## src/shared/spc_pkg.sv

```systemverilog
// constants, register map and types for the serial port control block
// assumes an apb slave on mclk with byte addresses equal to printed offsets times four
// Functional notes
// - enable gives shared terminals their serial roles
// - mode field selects async8 async7 slave master
// - clock field selects timer or osc divide
// - slave mode shifts on external clock
// - parity enable appends and checks parity
// - parity only active in async modes
// - parity type odd when one, even else
// - transmit enable bit gates transmission
// - transmit trigger starts send, reads busy
// - receive enable bit gates reception
// - sync receive trigger starts a reception
// - slave trigger write drives ready low
// - async trigger empties buffer, else overrun
// - receive trigger reads busy in all modes
// - data write loads transmit shifter
// - async7 ignores data msb on transmit
// - data read returns receive buffer
// - async7 with parity loads zero msb
// - error flags clear on writing one
// - three interrupt enables at bits two..zero
// - three interrupt flags clear on one
// - priority field bits five four
// - parity mismatch sets error, still stores
// - zero stop bit sets framing error
// - overrun skips done flag, error precedes
// - error flags held zero while rx off
package spc_pkg;
  localparam logic [15:0] SPC_IDX_PRIO = 16'hff20;
  localparam logic [15:0] SPC_IDX_IEN = 16'hff23;
  localparam logic [15:0] SPC_IDX_IFLG = 16'hff25;
  localparam logic [15:0] SPC_IDX_MODE = 16'hff48;
  localparam logic [15:0] SPC_IDX_CTRL = 16'hff49;
  localparam logic [15:0] SPC_IDX_DATA = 16'hff4a;
  // control register bit positions
  localparam int SPC_B_TRANSMIT_ENABLE = 0;
  localparam int SPC_B_TRANSMIT_TRIGGER = 1;
  localparam int SPC_B_RECEIVE_ENABLE = 2;
  localparam int SPC_B_RECEIVE_TRIGGER = 3;
  localparam int SPC_B_OVR = 4;
  localparam int SPC_B_PAR = 5;
  localparam int SPC_B_FRM = 6;
  // interrupt bit positions
  localparam int SPC_B_TXI = 0;
  localparam int SPC_B_RXI = 1;
  localparam int SPC_B_ERI = 2;
  localparam logic [7:0] SPC_RST_BYTE = 8'h00;
  localparam logic [1:0] SPC_MODE_MASTER = 2'h0;
  localparam logic [1:0] SPC_MODE_SLAVE = 2'h1;
  localparam logic [1:0] SPC_MODE_A7 = 2'h2;
  localparam logic [1:0] SPC_MODE_A8 = 2'h3;
  localparam logic [1:0] SPC_CLK_TIMER = 2'h3;
  localparam logic [1:0] SPC_CLK_DIV4 = 2'h2;
  localparam logic [1:0] SPC_CLK_DIV8 = 2'h1;
  localparam logic [1:0] SPC_CLK_DIV16 = 2'h0;
  typedef enum logic [1:0] {SPC_IDLE, SPC_START, SPC_BITS, SPC_STOP} spc_phase_t;
endpackage : spc_pkg

```

## src/rtl/spc_serial_port.sv

```systemverilog
// serial port control block: apb registers, async and clocked shifters
// assumes oscTick pulses once per high-speed oscillator cycle and timerTick once per
// timer underflow, both from mclk logic; pins are asynchronous and synchronised here
//
// Register access over APB is this design's own decision.
`timescale 1ns/10ps
module spc_serial_port
  import spc_pkg::*;
(
  input wire logic mclk,
  input wire logic srst,
  input wire logic psel,
  input wire logic penable,
  input wire logic pwrite,
  input wire logic [17:0] paddr,
  input wire logic [31:0] pwdata,
  output logic [31:0] prdata,
  output logic pready,
  output logic pslverr,
  input wire logic oscTick,
  input wire logic timerTick,
  input wire logic serialInPin,
  input wire logic shiftClkIn,
  input wire logic readyIn,
  output logic serialOutPin,
  output logic shiftClkOut,
  output logic shiftClkOe,
  output logic readyPinOut,
  output logic readyPinOe,
  output logic portSerialSelect,
  output logic [1:0] serialIrqLevel,
  output logic [2:0] irqActive
);
  // full module state
  typedef struct packed {
    logic [7:0] prio;      // priority register
    logic [7:0] ien;       // interrupt enables
    logic [2:0] iflg;      // interrupt factor flags
    logic [6:0] mode;      // mode config bits 6..0
    logic transmit_enable;
    logic receive_enable;
    logic txBusy;          // transmit status
    logic rxBusy;          // receive status
    logic ovr;
    logic par;
    logic frm;
    logic [7:0] txData;    // transmit shift source
    logic [7:0] rxBuf;     // receive buffer
    logic bufFull;         // async buffer not yet released
    logic [3:0] div;       // oscillator divider
    logic [2:0] serial_in_pin;       // synchroniser chain for serial in (0,1) and last
    logic [2:0] sClk;      // synchroniser for shift clock
    logic [1:0] ready_pin;      // synchroniser for ready in
    spc_phase_t txPh;
    spc_phase_t rxPh;
    logic [3:0] txBit;
    logic [3:0] rxBit;
    logic [3:0] txTick;    // half bit ticks in async tx
    logic [3:0] rxTick;
    logic [9:0] txSh;
    logic [8:0] rxSh;
    logic txOut;
    logic clkOut;
    logic rdyOut;
    logic pendRec;         // receive done waits half a clock after error
    logic [31:0] rdata;
  } spc_state_t;

  spc_state_t s_r, s_nxt;

  logic [15:0] idx;           // printed offset from byte address
  logic wrAcc, rdAcc;
  logic [1:0] mode, clkSel;
  logic asyncMode, parOn, oddPar, halfTick;
  logic [7:0] wb;

  assign idx = paddr[17:2];
  assign wrAcc = psel & penable & pwrite;
  assign rdAcc = psel & ~penable & ~pwrite;
  assign wb = pwdata[7:0];
  assign mode = s_r.mode[2:1];
  assign clkSel = s_r.mode[4:3];
  assign asyncMode = mode[1];
  assign parOn = s_r.mode[6] & asyncMode;
  assign oddPar = s_r.mode[5];

  // half shift clock tick from selected source
  always_comb
  begin
    case (clkSel)
      SPC_CLK_TIMER: halfTick = timerTick;
      SPC_CLK_DIV4: halfTick = oscTick & (s_r.div[0] == 1'b1);
      SPC_CLK_DIV8: halfTick = oscTick & (s_r.div[1:0] == 2'h3);
      default: halfTick = oscTick & (s_r.div[2:0] == 3'h7);
    endcase
  end

  // next-state logic
  always_comb
  begin
    logic clkRise, clkFall, txDone, recEv, errEv, sync, fullAsync;
    logic ovrSet, parSet, frmSet; // hardware set of an error flag this cycle
    logic [7:0] dat;
    logic pbit;
    s_nxt = s_r;
    clkRise = 1'b0;
    clkFall = 1'b0;
    txDone = 1'b0;
    recEv = 1'b0;
    errEv = 1'b0;
    dat = 8'h00;
    pbit = 1'b0;
    sync = ~asyncMode;
    fullAsync = 1'b0;
    ovrSet = 1'b0;
    parSet = 1'b0;
    frmSet = 1'b0;
    // synchronisers: stage one only feeds stage two
    s_nxt.serial_in_pin = {s_r.serial_in_pin[1], s_r.serial_in_pin[0], serialInPin};
    s_nxt.sClk = {s_r.sClk[1], s_r.sClk[0], shiftClkIn};
    s_nxt.ready_pin = {s_r.ready_pin[0], readyIn};
    if (oscTick)
    begin
      s_nxt.div = s_r.div + 4'h1;
    end
    // shift clock edges: internal half ticks or external slave clock
    if (mode == SPC_MODE_SLAVE)
    begin
      clkFall = s_r.sClk[2] & ~s_r.sClk[1];
      clkRise = ~s_r.sClk[2] & s_r.sClk[1];
    end
    else if (halfTick && (s_r.txBusy || s_r.rxBusy || !s_r.clkOut))
    begin
      // clock stands high between transfers
      s_nxt.clkOut = ~s_r.clkOut;
      clkFall = s_r.clkOut;
      clkRise = ~s_r.clkOut;
    end
    // async transmitter: one bit per two half ticks
    if (asyncMode && s_r.txBusy && halfTick)
    begin
      s_nxt.txTick = s_r.txTick + 4'h1;
      if (s_r.txTick[0])
      begin
        s_nxt.txSh = {1'b1, s_r.txSh[9:1]};
        s_nxt.txOut = s_r.txSh[0];
        s_nxt.txBit = s_r.txBit - 4'h1;
        if (s_r.txBit == 4'h0)
        begin
          s_nxt.txBusy = 1'b0;
          s_nxt.txOut = 1'b1;
          txDone = 1'b1;
        end
      end
    end
    // sync transmitter: change on falling, done after last rising
    if (sync && s_r.txBusy && (clkFall || clkRise))
    begin
      if (clkFall)
      begin
        s_nxt.txOut = s_r.txSh[0];
        s_nxt.txSh = {1'b1, s_r.txSh[9:1]};
      end
      else
      begin
        s_nxt.txBit = s_r.txBit - 4'h1;
        if (s_r.txBit == 4'h1)
        begin
          s_nxt.txBusy = 1'b0;
          txDone = 1'b1;
        end
      end
    end
    // async receiver: start on falling edge, sample mid bit
    if (asyncMode && s_r.receive_enable)
    begin
      case (s_r.rxPh)
        SPC_IDLE:
        begin
          // falling edge only, so a low stop bit does not restart a frame
          if (!s_r.serial_in_pin[1] && s_r.serial_in_pin[2])
          begin
            s_nxt.rxPh = SPC_START;
            s_nxt.rxTick = 4'h0;
            s_nxt.rxBusy = 1'b1;
            s_nxt.rxBit = (mode == SPC_MODE_A8 ? 4'h8 : 4'h7) + {3'h0, parOn};
          end
        end
        SPC_START, SPC_BITS:
        begin
          if (halfTick)
          begin
            s_nxt.rxTick = s_r.rxTick + 4'h1;
            // even half ticks fall mid-bit: start centre, then each data bit
            if (!s_r.rxTick[0])
            begin
              s_nxt.rxPh = SPC_BITS;
              if (s_r.rxPh == SPC_BITS)
              begin
                s_nxt.rxSh = {s_r.serial_in_pin[1], s_r.rxSh[8:1]};
                s_nxt.rxBit = s_r.rxBit - 4'h1;
                if (s_r.rxBit == 4'h1)
                begin
                  s_nxt.rxPh = SPC_STOP;
                end
              end
            end
          end
        end
        SPC_STOP:
        begin
          if (halfTick && !s_r.rxTick[0])
          begin
            fullAsync = 1'b1;
            s_nxt.rxPh = SPC_IDLE;
            s_nxt.rxBusy = 1'b0;
          end
          else if (halfTick)
          begin
            s_nxt.rxTick = s_r.rxTick + 4'h1;
          end
        end
        default: s_nxt.rxPh = SPC_IDLE;
      endcase
    end
    else
    begin
      s_nxt.rxPh = SPC_IDLE;
    end
    // async frame end: align data, check parity and stop
    if (fullAsync)
    begin
      case ({mode == SPC_MODE_A8, parOn})
        2'b11: dat = s_r.rxSh[7:0];
        2'b10: dat = s_r.rxSh[8:1];
        2'b01: dat = {1'b0, s_r.rxSh[7:1]};
        default: dat = {1'b0, s_r.rxSh[8:2]};
      endcase
      // sum of data and parity bit; parity sits in bit 8 in both modes
      pbit = ^s_r.rxSh[8:1];
      if (mode == SPC_MODE_A8)
      begin
        pbit = ^s_r.rxSh[8:0];
      end
      s_nxt.rxBuf = dat;
      if (s_r.bufFull)
      begin
        s_nxt.ovr = 1'b1;
        ovrSet = 1'b1;
        errEv = 1'b1;
      end
      else
      begin
        s_nxt.bufFull = 1'b1;
        if (parOn && (pbit != oddPar))
        begin
          s_nxt.par = 1'b1;
          parSet = 1'b1;
          errEv = 1'b1;
        end
        if (!s_r.serial_in_pin[1])
        begin
          s_nxt.frm = 1'b1;
          frmSet = 1'b1;
          errEv = 1'b1;
        end
        if (errEv)
        begin
          s_nxt.pendRec = 1'b1;
        end
        else
        begin
          recEv = 1'b1;
        end
      end
    end
    else if (s_r.pendRec && halfTick)
    begin
      s_nxt.pendRec = 1'b0;
      recEv = 1'b1;
    end
    // sync receiver: sample on rising edge, no buffer stage
    if (sync && s_r.rxBusy && clkRise)
    begin
      s_nxt.rxSh = {s_r.serial_in_pin[1], s_r.rxSh[8:1]};
      s_nxt.rxBit = s_r.rxBit - 4'h1;
      if (s_r.rxBit == 4'h1)
      begin
        s_nxt.rxBusy = 1'b0;
        s_nxt.rdyOut = 1'b1;
        s_nxt.rxBuf = {s_r.serial_in_pin[1], s_r.rxSh[8:2]};
        recEv = 1'b1;
      end
    end
    // apb write effects
    if (wrAcc)
    begin
      case (idx)
        SPC_IDX_PRIO: s_nxt.prio = wb;
        SPC_IDX_IEN: s_nxt.ien = wb;
        SPC_IDX_IFLG: s_nxt.iflg = s_r.iflg & ~wb[2:0];
        SPC_IDX_MODE: s_nxt.mode = wb[6:0];
        SPC_IDX_CTRL:
        begin
          s_nxt.transmit_enable = wb[SPC_B_TRANSMIT_ENABLE];
          s_nxt.receive_enable = wb[SPC_B_RECEIVE_ENABLE];
          // a set in the same cycle wins over the clear
          if (wb[SPC_B_OVR] && !ovrSet) s_nxt.ovr = 1'b0;
          if (wb[SPC_B_PAR] && !parSet) s_nxt.par = 1'b0;
          if (wb[SPC_B_FRM] && !frmSet) s_nxt.frm = 1'b0;
          if (wb[SPC_B_TRANSMIT_TRIGGER] && wb[SPC_B_TRANSMIT_ENABLE] && !s_r.txBusy)
          begin
            s_nxt.txBusy = 1'b1;
            s_nxt.txTick = 4'h0;
            s_nxt.txOut = 1'b1;
            if (asyncMode)
            begin
              // start, data, optional parity, stop, lsb first
              s_nxt.txBit = (mode == SPC_MODE_A8 ? 4'h9 : 4'h8) + {3'h0, parOn};
              if (mode == SPC_MODE_A8)
              begin
                s_nxt.txSh = parOn ? {^s_r.txData ^ oddPar, s_r.txData, 1'b0}
                                   : {1'b1, s_r.txData, 1'b0};
              end
              else
              begin
                s_nxt.txSh = parOn ? {1'b1, ^s_r.txData[6:0] ^ oddPar, s_r.txData[6:0], 1'b0}
                                   : {2'h3, s_r.txData[6:0], 1'b0};
              end
            end
            else
            begin
              s_nxt.txBit = 4'h8;
              s_nxt.txSh = {2'h3, s_r.txData};
            end
          end
          if (wb[SPC_B_RECEIVE_TRIGGER] && wb[SPC_B_RECEIVE_ENABLE])
          begin
            if (asyncMode)
            begin
              s_nxt.bufFull = fullAsync;
            end
            else if (!s_r.rxBusy)
            begin
              s_nxt.rxBusy = 1'b1;
              s_nxt.rxBit = 4'h8;
              s_nxt.rdyOut = 1'b0;
            end
          end
        end
        SPC_IDX_DATA: s_nxt.txData = wb;
        default: s_nxt.txData = s_r.txData;
      endcase
    end
    // hardware sets beat software clears
    if (txDone) s_nxt.iflg[SPC_B_TXI] = 1'b1;
    if (recEv) s_nxt.iflg[SPC_B_RXI] = 1'b1;
    if (errEv) s_nxt.iflg[SPC_B_ERI] = 1'b1;
    // disabled transmitter stops
    if (!s_nxt.transmit_enable)
    begin
      s_nxt.txBusy = 1'b0;
      s_nxt.txOut = 1'b1;
    end
    // error flags forced low while reception disabled
    if (!s_nxt.receive_enable)
    begin
      s_nxt.ovr = 1'b0;
      s_nxt.par = 1'b0;
      s_nxt.frm = 1'b0;
      s_nxt.rxBusy = 1'b0;
      s_nxt.bufFull = 1'b0;
      s_nxt.pendRec = 1'b0;
      s_nxt.rdyOut = 1'b1;
    end
    // read data captured in setup phase
    if (rdAcc)
    begin
      case (idx)
        SPC_IDX_PRIO: s_nxt.rdata = {24'h0, s_r.prio};
        SPC_IDX_IEN: s_nxt.rdata = {24'h0, s_r.ien};
        SPC_IDX_IFLG: s_nxt.rdata = {29'h0, s_r.iflg};
        SPC_IDX_MODE: s_nxt.rdata = {25'h0, s_r.mode};
        SPC_IDX_CTRL: s_nxt.rdata = {25'h0, s_r.frm, s_r.par, s_r.ovr,
                                     s_r.rxBusy, s_r.receive_enable, s_r.txBusy, s_r.transmit_enable};
        SPC_IDX_DATA: s_nxt.rdata = {24'h0, s_r.rxBuf};
        default: s_nxt.rdata = 32'h0;
      endcase
    end
  end

  // state register
  always_ff @(posedge mclk)
  begin
    if (srst)
    begin
      s_r <= '0;
      s_r.txOut <= 1'b1;
      s_r.clkOut <= 1'b1;
      s_r.rdyOut <= 1'b1;
      s_r.serial_in_pin <= 3'h7;
      s_r.sClk <= 3'h7;
    end
    else
    begin
      s_r <= s_nxt;
    end
  end

  assign prdata = s_r.rdata;
  assign pready = 1'b1;
  assign pslverr = 1'b0;
  assign portSerialSelect = s_r.mode[0];
  assign serialOutPin = s_r.txOut;
  assign shiftClkOut = s_r.clkOut;
  // clock driven only as serial master
  assign shiftClkOe = s_r.mode[0] & (mode == SPC_MODE_MASTER);
  assign readyPinOut = s_r.rdyOut;
  assign readyPinOe = s_r.mode[0] & (mode == SPC_MODE_SLAVE);
  assign serialIrqLevel = s_r.prio[5:4];
  assign irqActive = s_r.iflg & s_r.ien[2:0];
endmodule : spc_serial_port

```

## config.mk

```make
export PLATFORM = sky130hd
export DESIGN_NAME = spc_serial_port
export DESIGN_NICKNAME = d
export VERILOG_FILES = /design/src/shared/spc_pkg.sv /design/src/rtl/spc_serial_port.sv
export SDC_FILE = /design/constraint.sdc
export NUM_CORES = 1
export LEC_CHECK = 0
export BUFFER_PORTS_ARGS = -buffer_cell sky130_fd_sc_hd__buf_2
export CORE_MARGIN = 2
export CORE_UTILIZATION = 45
export DETAILED_ROUTE_END_ITERATION = 10
export HOLD_SLACK_MARGIN = 0.02
export PLACE_DENSITY = 0.67
export SLEW_MARGIN = 20
export SYNTH_ARGS = -nofsm -noshare
export SYNTH_HDL_FRONTEND = slang
export SYNTH_SLANG_ARGS = --single-unit
```

## constraint.sdc

```tcl
create_clock -name mclk -period 2.65 [get_ports mclk]
set_input_delay 0.53 -clock mclk [delete_from_list [all_inputs] [get_ports mclk]]
set_output_delay 0.53 -clock mclk [all_outputs]
set_load 0.01 [all_outputs]
```

==> impl_metrics.csv, run 1 <==
group,metric,value,unit
run_status,outcome,"completed",
timing,whs,0.345,ns
place,dpl_worst_slack,0.190,ns
detailed_routing,avgRoutedWirePerCell,16.4,um
timing,finalMaxSlewViolations,0,
yosys,ys_types,72,
timing,worst_pin_slew,0.696,ns
worst_setup_path,crit_path_end_kind,"register",
yosys,syn_area,5890,um2
timing,finalCritPeriodShare,0.911,
hold_path,whs_path_depth,2,
cts,clock-root-buffer,"clkbuf_16",
floorplanning,rows,41,
floorplanning,core-area,12700,um2
worst_setup_path,cpLargestDelayFamily,"simple AND/OR/NAND/NOR gates",
worst_setup_path,cp_max_fo,9,
place,place.gp.congestion,0.864,
timing,fmax,0.414,GHz
floorplanning,start_util,0.463,
grt,overflow,0,
detailed_routing,drc,0,
power_and_ir_drop,pwr_density_cell,466,nW/um2
timing,setup_tns,0,ns
worst_setup_path,worst_ep_arrival_time,2.72,ns
timing,period_needed,2.41,ns
place,port_buffers,51,
timing,relSlewSlack,0.536,
cts,clk_pin_slew,0.08,ns
grt,grt_usage,0.216,
yosys,postSynthCellCount,706,
final_layout,nets,816,
floorplanning,die-area,14000,um2
job,drv_cap,0,
worst_setup_path,r2r_cells,8,
final_layout,num-fill-cells,1229,
cts,numCtsBuffers,9,
power_and_ir_drop,clkPwrFrac,0.437,
power_and_ir_drop,pwr-share-comb,0.049,
final_layout,layout_common_cells,"dfxtp_1, nand2_1, nor2_1",
timing,skew,0.0105,ns
final_layout,num_antenna_cells,0,
yosys,ys_warn_count,0,
detailed_routing,postRouteAntennaNets,0,
final_layout,mostFrequentLayoutCell,"dfxtp_1",
yosys,avgSynthCellArea,8.35,um2
worst_setup_path,path_buf_inv,1,
worst_setup_path,cpMaxStageDelayCell,"or4b_1",
timing,setup_viol,0,
yosys,ys_seq_elements,102,
worst_setup_path,critPathMaxStageDelay,0.54,ns
final_layout,drive_above_1_share,0.149,
power_and_ir_drop,p_sw_frac,0.253,
detailed_routing,finalWirelength,15000,um
final_layout,syn_to_final_growth,9.62,%
timing,worst_slack,0.236,ns
power_and_ir_drop,power.leakage,2.58,nW
yosys,synth_edf_count,0,
cts,insertion_delay,0.36,ns
detailed_routing,detail_route.first_pass.iterations,5,
grt,grt_pass1_wl,24700,um
cts,cts_buffer_depth,2,
cts,cts_tree,"yes",
place,hpwl,11100,um
yosys,ys.flop_type,"dfxtp_1",
worst_setup_path,cp.depth,8,
worst_setup_path,path_class,"reg -> reg",
detailed_routing,drt-vias-per-instance,5.63,
yosys,async_flop_share,0,
power_and_ir_drop,p_sw,762,uW
detailed_routing,dr_total_vias,5151,
floorplanning,die_w,118,um
timing,finalHoldViolCount,0,
grt,antenna_found_initial,0,
detailed_routing,drt_iter0_markers,366,
floorplanning,die_h,118,um
cts,postCtsHoldBufs,0,
cts,cts_max_level,3,
yosys,synth-seq-area-share,0.346,
grt,first_global_vias,4867,
grt,grt_max_degree,35,
floorplanning,io_pins,105,
worst_setup_path,start_kind,"register",
cts,cts_sinks,102,
timing,rsz0062_at_grt,"false",
hold_path,hp-class,"in -> reg",
power_and_ir_drop,intPower,2.25,mW
worst_setup_path,required,2.95,ns
worst_setup_path,crit_chain,"inv_1 > ha_1 > nor2b_1 > o21ai_4 > nand4b_4 > or4b_1 > o2111ai_1 > and3_1",
power_and_ir_drop,ir_drop,0.369,mV
power_and_ir_drop,sequentialPowerShare,0.514,
-- final timing paths --
path	startpoint	to	slack, ns
max	clkSel[0]	s_r[65]	0.24
min	serialInPin	s_nxt[81]	0.35
max reg2reg	clkSel[0]	s_r[65]	0.24
min reg2reg	s_nxt[81]	s_nxt[82]	0.41
-- state kept, by name, indices dropped and copies added, names as in the netlist --
name / flops
portSerialSelect: 1
s_r: 79
asyncMode: 1
serialIrqLevel: 2
oddPar: 1
clkSel: 2
prdata: 8
shiftClkOut: 1
s_nxt: 4
serialOutPin: 1
mode: 1
readyPinOut: 1
-- power by group through the flow --
stage                     Sequential [mW]  Clock (mW)  Combinational (mW)
final                                1.55        1.32               0.147
after detailed placement             1.58           0               0.146
after global routing                 1.55        1.42               0.161
after global placement               1.58           0               0.143
after floorplan                      1.58           0               0.116
after CTS                            1.55        1.34               0.146
-- repair_timing --
action | 4_1_cts | 5_1_grt
hold endpoints to repair | 0 | 0
resized for setup | 0 | 1
setup buffers | 0 | 3
setup endpoints to repair | 0 | 4
-- per-layer routing --
metal  track usage  share of wire  vias to the layer above
met5             0              0                        -
met4        0.0871          0.026                        0
met3        0.0449          0.053                       28
met2         0.348           0.46                      162
met1         0.284           0.46                     2450
li1              -              -                     2511
-- cell usage after synthesis (16+ instances only) --
| cell | count | area share |
|---|---|---|
| a21oi_1 | 40 | 0.034 |
| nor2_1 | 58 | 0.037 |
| clkbuf_1 | 20 | 0.013 |
| a211oi_1 | 18 | 0.023 |
| dfxtp_1 | 102 | 0.35 |
| inv_1 | 16 | 0.010 |
| nor2b_1 | 20 | 0.021 |
| buf_4 | 39 | 0.050 |
| xnor2_1 | 17 | 0.025 |
| ha_1 | 18 | 0.038 |
| nor3_1 | 19 | 0.016 |
| nand3_1 | 31 | 0.026 |
| nand2_1 | 83 | 0.053 |
| mux2i_1 | 35 | 0.059 |
-- area by class of cell --
| type | instances | area (um2) | share of cell area |
|---|---|---|---|
| multi-input combinational | 538 | 3440 | 0.533 |
| clock buffer | 9 | 225 | 0.0349 |
| tap | 172 | 215 | 0.0333 |
| clock inverter | 7 | 63.8 | 0.00988 |
| inverter | 17 | 63.8 | 0.00988 |
| timing repair buffer | 70 | 410 | 0.0635 |
| sequential | 102 | 2040 | 0.316 |
-- per-stage QoR --
stage | instance area, um2 | total power [mW] | cells | utilization
floorplan | 5980 | 1.70 | 730 | -
global placement | 6150 | 1.72 | 896 | 0.483
detailed placement | 6150 | 1.73 | 896 | 0.483
CTS | 6440 | 3.03 | 912 | 0.506
global route | 6460 | 3.13 | 915 | 0.508
finish | 6460 | 3.01 | 915 | 0.508
-- cell families (layout without fill, tap and decap cells) --
logic type                 after synthesis  after routing  synth area share
AOI/OAI and AO/OA                      147            147             0.176
xor gates and xnor gates                22             22            0.0350
adders and majority gates               18             18            0.0382
buffers and inverters                   90            103            0.0853
DFF                                    102            102             0.346
muxes                                   35             35            0.0594
other                                    2             26           0.00127
and+or+nand+nor                        290            290             0.258
No activity file was read; power rests on OpenSTA's default activity.
==> run 2, diff against run 1 <==
--- a/config.mk
+++ b/config.mk
@@ -7,10 +7,12 @@
 export LEC_CHECK = 0
 export BUFFER_PORTS_ARGS = -buffer_cell sky130_fd_sc_hd__buf_2
 export CORE_MARGIN = 2
-export CORE_UTILIZATION = 45
+export CORE_UTILIZATION = 57
 export DETAILED_ROUTE_END_ITERATION = 10
 export HOLD_SLACK_MARGIN = 0.02
-export PLACE_DENSITY = 0.67
+export PLACE_DENSITY = 0.81
+export RECOVER_POWER = 25
+export REMOVE_ABC_BUFFERS = 1
 export SLEW_MARGIN = 20
 export SYNTH_ARGS = -nofsm -noshare
 export SYNTH_HDL_FRONTEND = slang
==> impl_metrics.csv, run 2 (same netlist as run 1, synthesis figures left out) <==
group,metric,value,unit
grt,first_global_vias,4899,
final_layout,multiInputGateArea,3430,um2
floorplanning,rows,37,
detailed_routing,drt_iter0_markers,335,
grt,grt_usage,0.261,
worst_setup_path,cpLargestDelayFamily,"simple AND/OR/NAND/NOR gates",
timing,worst_pin_slew,0.999,ns
cts,cts_buffer_depth,2,
timing,period_needed,2.40,ns
detailed_routing,avgRoutedWirePerCell,16.6,um
final_layout,largest_reg_flops,79,
timing,finalMaxSlewViolations,0,
grt,antenna_found_initial,0,
floorplanning,io_pins,105,
final_layout,top_register,"s_r",
timing,skew,0.0121,ns
worst_setup_path,crit_chain,"ha_1 > nor2b_1 > o21ai_4 > nand4b_4 > or4b_1 > o2111ai_1 > and3_1",
power_and_ir_drop,ir_drop,0.281,mV
cts,numCtsBuffers,9,
power_and_ir_drop,clkPwrFrac,0.387,
final_layout,postLayoutCoreUtil,0.617,
floorplanning,die_w,106,um
detailed_routing,finalWirelength,14600,um
final_layout,stdcell_area,6280,um2
floorplanning,core-area,10200,um2
final_layout,nets,815,
final_layout,stdcell_count,876,
timing,relSlewSlack,0.334,
place,place_area,6110,um2
worst_setup_path,r2r_cells,7,
timing,fmax,0.416,GHz
place,hpwl,10500,um
place,port_buffers,51,
cts,cts_max_level,3,
worst_setup_path,cpMaxStageDelayCell,"or4b_1",
cts,clk_pin_slew,0.09,ns
place,place.gp.congestion,0.898,
detailed_routing,dr_total_vias,5234,
floorplanning,start_util,0.579,
final_layout,syn_to_final_growth,6.58,%
final_layout,drive_above_1_share,0.120,
power_and_ir_drop,pwr-share-comb,0.053,
detailed_routing,postRouteAntennaNets,0,
cts,clock-root-buffer,"clkbuf_8",
worst_setup_path,start_kind,"register",
worst_setup_path,path_buf_inv,0,
final_layout,num_antenna_cells,0,
detailed_routing,drc,0,
worst_setup_path,worst_ep_arrival_time,2.72,ns
worst_setup_path,crit_path_end_kind,"register",
worst_setup_path,critPathMaxStageDelay,0.54,ns
power_and_ir_drop,p_sw_frac,0.228,
grt,grt_max_degree,48,
timing,finalCritPeriodShare,0.907,
final_layout,seq_area,2040,um2
hold_path,hp-class,"in -> reg",
final_layout,num-fill-cells,916,
power_and_ir_drop,sequentialPowerShare,0.560,
cts,ctsResizeCount,0,
worst_setup_path,path_class,"reg -> reg",
timing,setup_tns,0,ns
worst_setup_path,required,2.97,ns
power_and_ir_drop,pwr_density_cell,440,nW/um2
detailed_routing,drt-vias-per-instance,5.97,
timing,setup_viol,0,
timing,whs,0.332,ns
cts,cts_tree,"yes",
power_and_ir_drop,p_sw,630,uW
run_status,outcome,"completed",
cts,postCtsHoldBufs,0,
cts,cts_sinks,102,
grt,grt_pass1_wl,23500,um
worst_setup_path,cp.depth,7,
cts,insertion_delay,0.38,ns
timing,finalHoldViolCount,0,
job,drv_cap,0,
cts,cts_setup_buffers,0,
final_layout,layout_common_cells,"dfxtp_1, nand2_1, nor2_1",
grt,overflow,0,
place,dp_cells,862,
floorplanning,die_h,106,um
hold_path,whs_path_depth,2,
worst_setup_path,cp_max_fo,12,
power_and_ir_drop,intPower,2.13,mW
power_and_ir_drop,power.leakage,2.47,nW
detailed_routing,detail_route.first_pass.iterations,5,
final_layout,mostFrequentLayoutCell,"dfxtp_1",
timing,rsz0062_at_grt,"false",
floorplanning,die-area,11200,um2
-- run 2: changes by cell type in the layout (fill, tap and decap cells not counted), moves of 2 or more --
| cell | change |
|---|---|
| and2_0 | +4 |
| and2_1 | -4 |
| buf_2 | -15 |
| bufinv_16 | +2 |
| clkbuf_1 | +15 |
| clkbuf_16 | -9 |
| clkbuf_8 | +10 |
| inv_6 | -2 |
| inv_8 | -2 |
-- run 2: metal layers --
layer | track usage | up-vias | routed length (um) | share of wire
li1 | - | 2505 | - | -
met2 | 0.447 | 220 | 7110 | 0.49
met3 | 0.0489 | 36 | 1060 | 0.073
met5 | 0 | - | 0 | 0
met4 | 0.0930 | 0 | 326 | 0.022
met1 | 0.327 | 2473 | 6060 | 0.42
-- run 2: stage by stage --
step           power, mW  worst slack, ns
6_report            2.76            0.246
5_1_grt             2.85           0.0960
4_1_cts             2.77            0.279
3_5_place_dp        1.73            0.296
3_3_place_gp        1.72            0.353
2_1_floorplan       1.64          -0.0651
-- run 2: area by class of cell --
cell class / instances / share of cell area
timing repair buffer: 69 / 0.0588
clock buffer: 10 / 0.0219
sequential: 102 / 0.325
tap: 136 / 0.0271
inverter: 17 / 0.0102
clock inverter: 4 / 0.0116
multi-input combinational: 538 / 0.546
-- run 2: path summary, 6_finish.rpt --
kind                to  slack [ns]  startpoint
max            s_r[65]        0.25   clkSel[1]
min          s_nxt[78]        0.33  shiftClkIn
max reg2reg    s_r[65]        0.25   clkSel[1]
min reg2reg  s_nxt[79]        0.41   s_nxt[78]
-- run 2: power groups by stage --
stage                     Combinational [mW]  Clock [mW]  Sequential [mW]
final                                  0.146        1.07             1.55
after floorplan                       0.0587           0             1.58
after global routing                   0.157        1.14             1.55
after CTS                              0.144        1.08             1.55
after global placement                 0.139           0             1.58
after detailed placement               0.144           0             1.58
==> run 3, diff against run 2 <==
--- a/config.mk
+++ b/config.mk
@@ -10,7 +10,7 @@
 export CORE_UTILIZATION = 57
 export DETAILED_ROUTE_END_ITERATION = 10
 export HOLD_SLACK_MARGIN = 0.02
-export PLACE_DENSITY = 0.81
+export PLACE_DENSITY = 0.91
 export RECOVER_POWER = 25
 export REMOVE_ABC_BUFFERS = 1
 export SLEW_MARGIN = 20
==> impl_metrics.csv, run 3 (same netlist as run 1, synthesis figures left out) <==
group,metric,value,unit
timing,fmax,0.426,GHz
final_layout,layout_common_cells,"dfxtp_1, nand2_1, nor2_1",
cts,insertion_delay,0.38,ns
cts,clk_pin_slew,0.10,ns
grt,grt_pass1_wl,22900,um
final_layout,top_register,"s_r",
cts,cts_buffer_depth,2,
power_and_ir_drop,ir_drop,0.221,mV
place,port_buffers,51,
floorplanning,die_h,106,um
detailed_routing,postRouteAntennaNets,0,
final_layout,num_antenna_cells,0,
detailed_routing,dr_total_vias,5189,
cts,clock-root-buffer,"clkbuf_8",
cts,cts_tree,"yes",
floorplanning,rows,37,
run_status,outcome,"completed",
final_layout,nets,817,
detailed_routing,drt_iter0_markers,351,
cts,cts_setup_buffers,0,
cts,postCtsHoldBufs,0,
floorplanning,die-area,11200,um2
power_and_ir_drop,pwr_density_cell,421,nW/um2
timing,skew,0.0115,ns
cts,numCtsBuffers,9,
floorplanning,io_pins,105,
job,drv_cap,0,
detailed_routing,detail_route.first_pass.iterations,5,
timing,rsz0062_at_grt,"false",
detailed_routing,drt-vias-per-instance,5.90,
timing,period_needed,2.35,ns
floorplanning,die_w,106,um
detailed_routing,finalWirelength,13900,um
final_layout,drive_above_1_share,0.124,
cts,cts_max_level,3,
worst_setup_path,cp_max_fo,12,
floorplanning,core-area,10200,um2
timing,finalMaxSlewViolations,0,
floorplanning,start_util,0.579,
worst_setup_path,required,2.98,ns
power_and_ir_drop,power.leakage,2.47,nW
timing,finalCritPeriodShare,0.886,
cts,ctsResizeCount,0,
final_layout,postLayoutCoreUtil,0.616,
timing,setup_viol,0,
final_layout,syn_to_final_growth,6.43,%
worst_setup_path,worst_ep_arrival_time,2.67,ns
timing,setup_tns,0,ns
detailed_routing,avgRoutedWirePerCell,15.8,um
grt,grt_max_degree,32,
final_layout,mostFrequentLayoutCell,"dfxtp_1",
place,place.gp.congestion,0.945,
timing,relSlewSlack,0.143,
hold_path,hp-class,"in -> reg",
final_layout,largest_reg_flops,79,
worst_setup_path,path_class,"reg -> reg",
detailed_routing,drc,0,
grt,antenna_found_initial,0,
cts,cts_sinks,102,
worst_setup_path,crit_path_end_kind,"register",
timing,worst_pin_slew,1.28,ns
worst_setup_path,start_kind,"register",
grt,overflow,0,
grt,grt_usage,0.251,
grt,first_global_vias,4738,
timing,finalHoldViolCount,0,
place,hpwl,9920,um
==> run 3: metal layers <==
| layer | up-vias | wire length (um) | track usage |
|---|---|---|---|
| met3 | 33 | 1030 | 0.0458 |
| met4 | 0 | 332 | 0.0658 |
| li1 | 2514 | - | - |
| met5 | - | 0 | 0 |
| met1 | 2407 | 5810 | 0.324 |
| met2 | 235 | 6730 | 0.431 |
==> run 3: path summary, 6_finish.rpt <==
| check | cells past startpoint | end | slack (ns) | start |
|---|---|---|---|---|
| setup / recovery | 8 | s_r[65] | 0.30 | clkSel[0] |
| hold / removal | 2 | s_nxt[78] | 0.32 | shiftClkIn |
| setup reg to reg | 8 | s_r[65] | 0.30 | clkSel[0] |
| hold reg to reg | 1 | s_nxt[79] | 0.42 | s_nxt[78] |
==> run 3: report_power, final <==
| part | internal [mW] | switching (mW) |
|---|---|---|
| Sequential | 1.54 | 0.00558 |
| Combinational | 0.0448 | 0.0987 |
| Clock | 0.382 | 0.570 |
| Total | 1.97 | 0.674 |
==> run 3: area by class of cell <==
class / count / area (um2)
clock buffer: 10 / 138
clock inverter: 6 / 56.3
fill: 880 / 3910
inverter: 17 / 63.8
multi-input combinational: 538 / 3420
sequential: 102 / 2040
tap: 136 / 170
timing repair buffer: 71 / 380
==> run 3: worst max-delay path, stage by stage (launching register included) <==
cell and delay (ns):
dfxtp_1 0.38, inv_1 0.06, ha_1 0.30, nor2b_1 0.16, o21ai_4 0.31, nand4b_4 0.20
or4b_1 0.53, o2111ai_1 0.20, and3_1 0.17
==> run 3: metrics by stage <==
stage               area [um2]  total power [mW]  cells  hold slack (ns)  setup slack [ns]
global route              6270              2.72    880            0.320             0.138
global placement          6120              1.72    864            0.390             0.344
CTS                       6310              2.66    880            0.319             0.307
detailed placement        6120              1.72    864            0.394             0.332
floorplan                 5550              1.64    657            0.389           -0.0651
finish                    6270              2.64    880            0.324             0.303
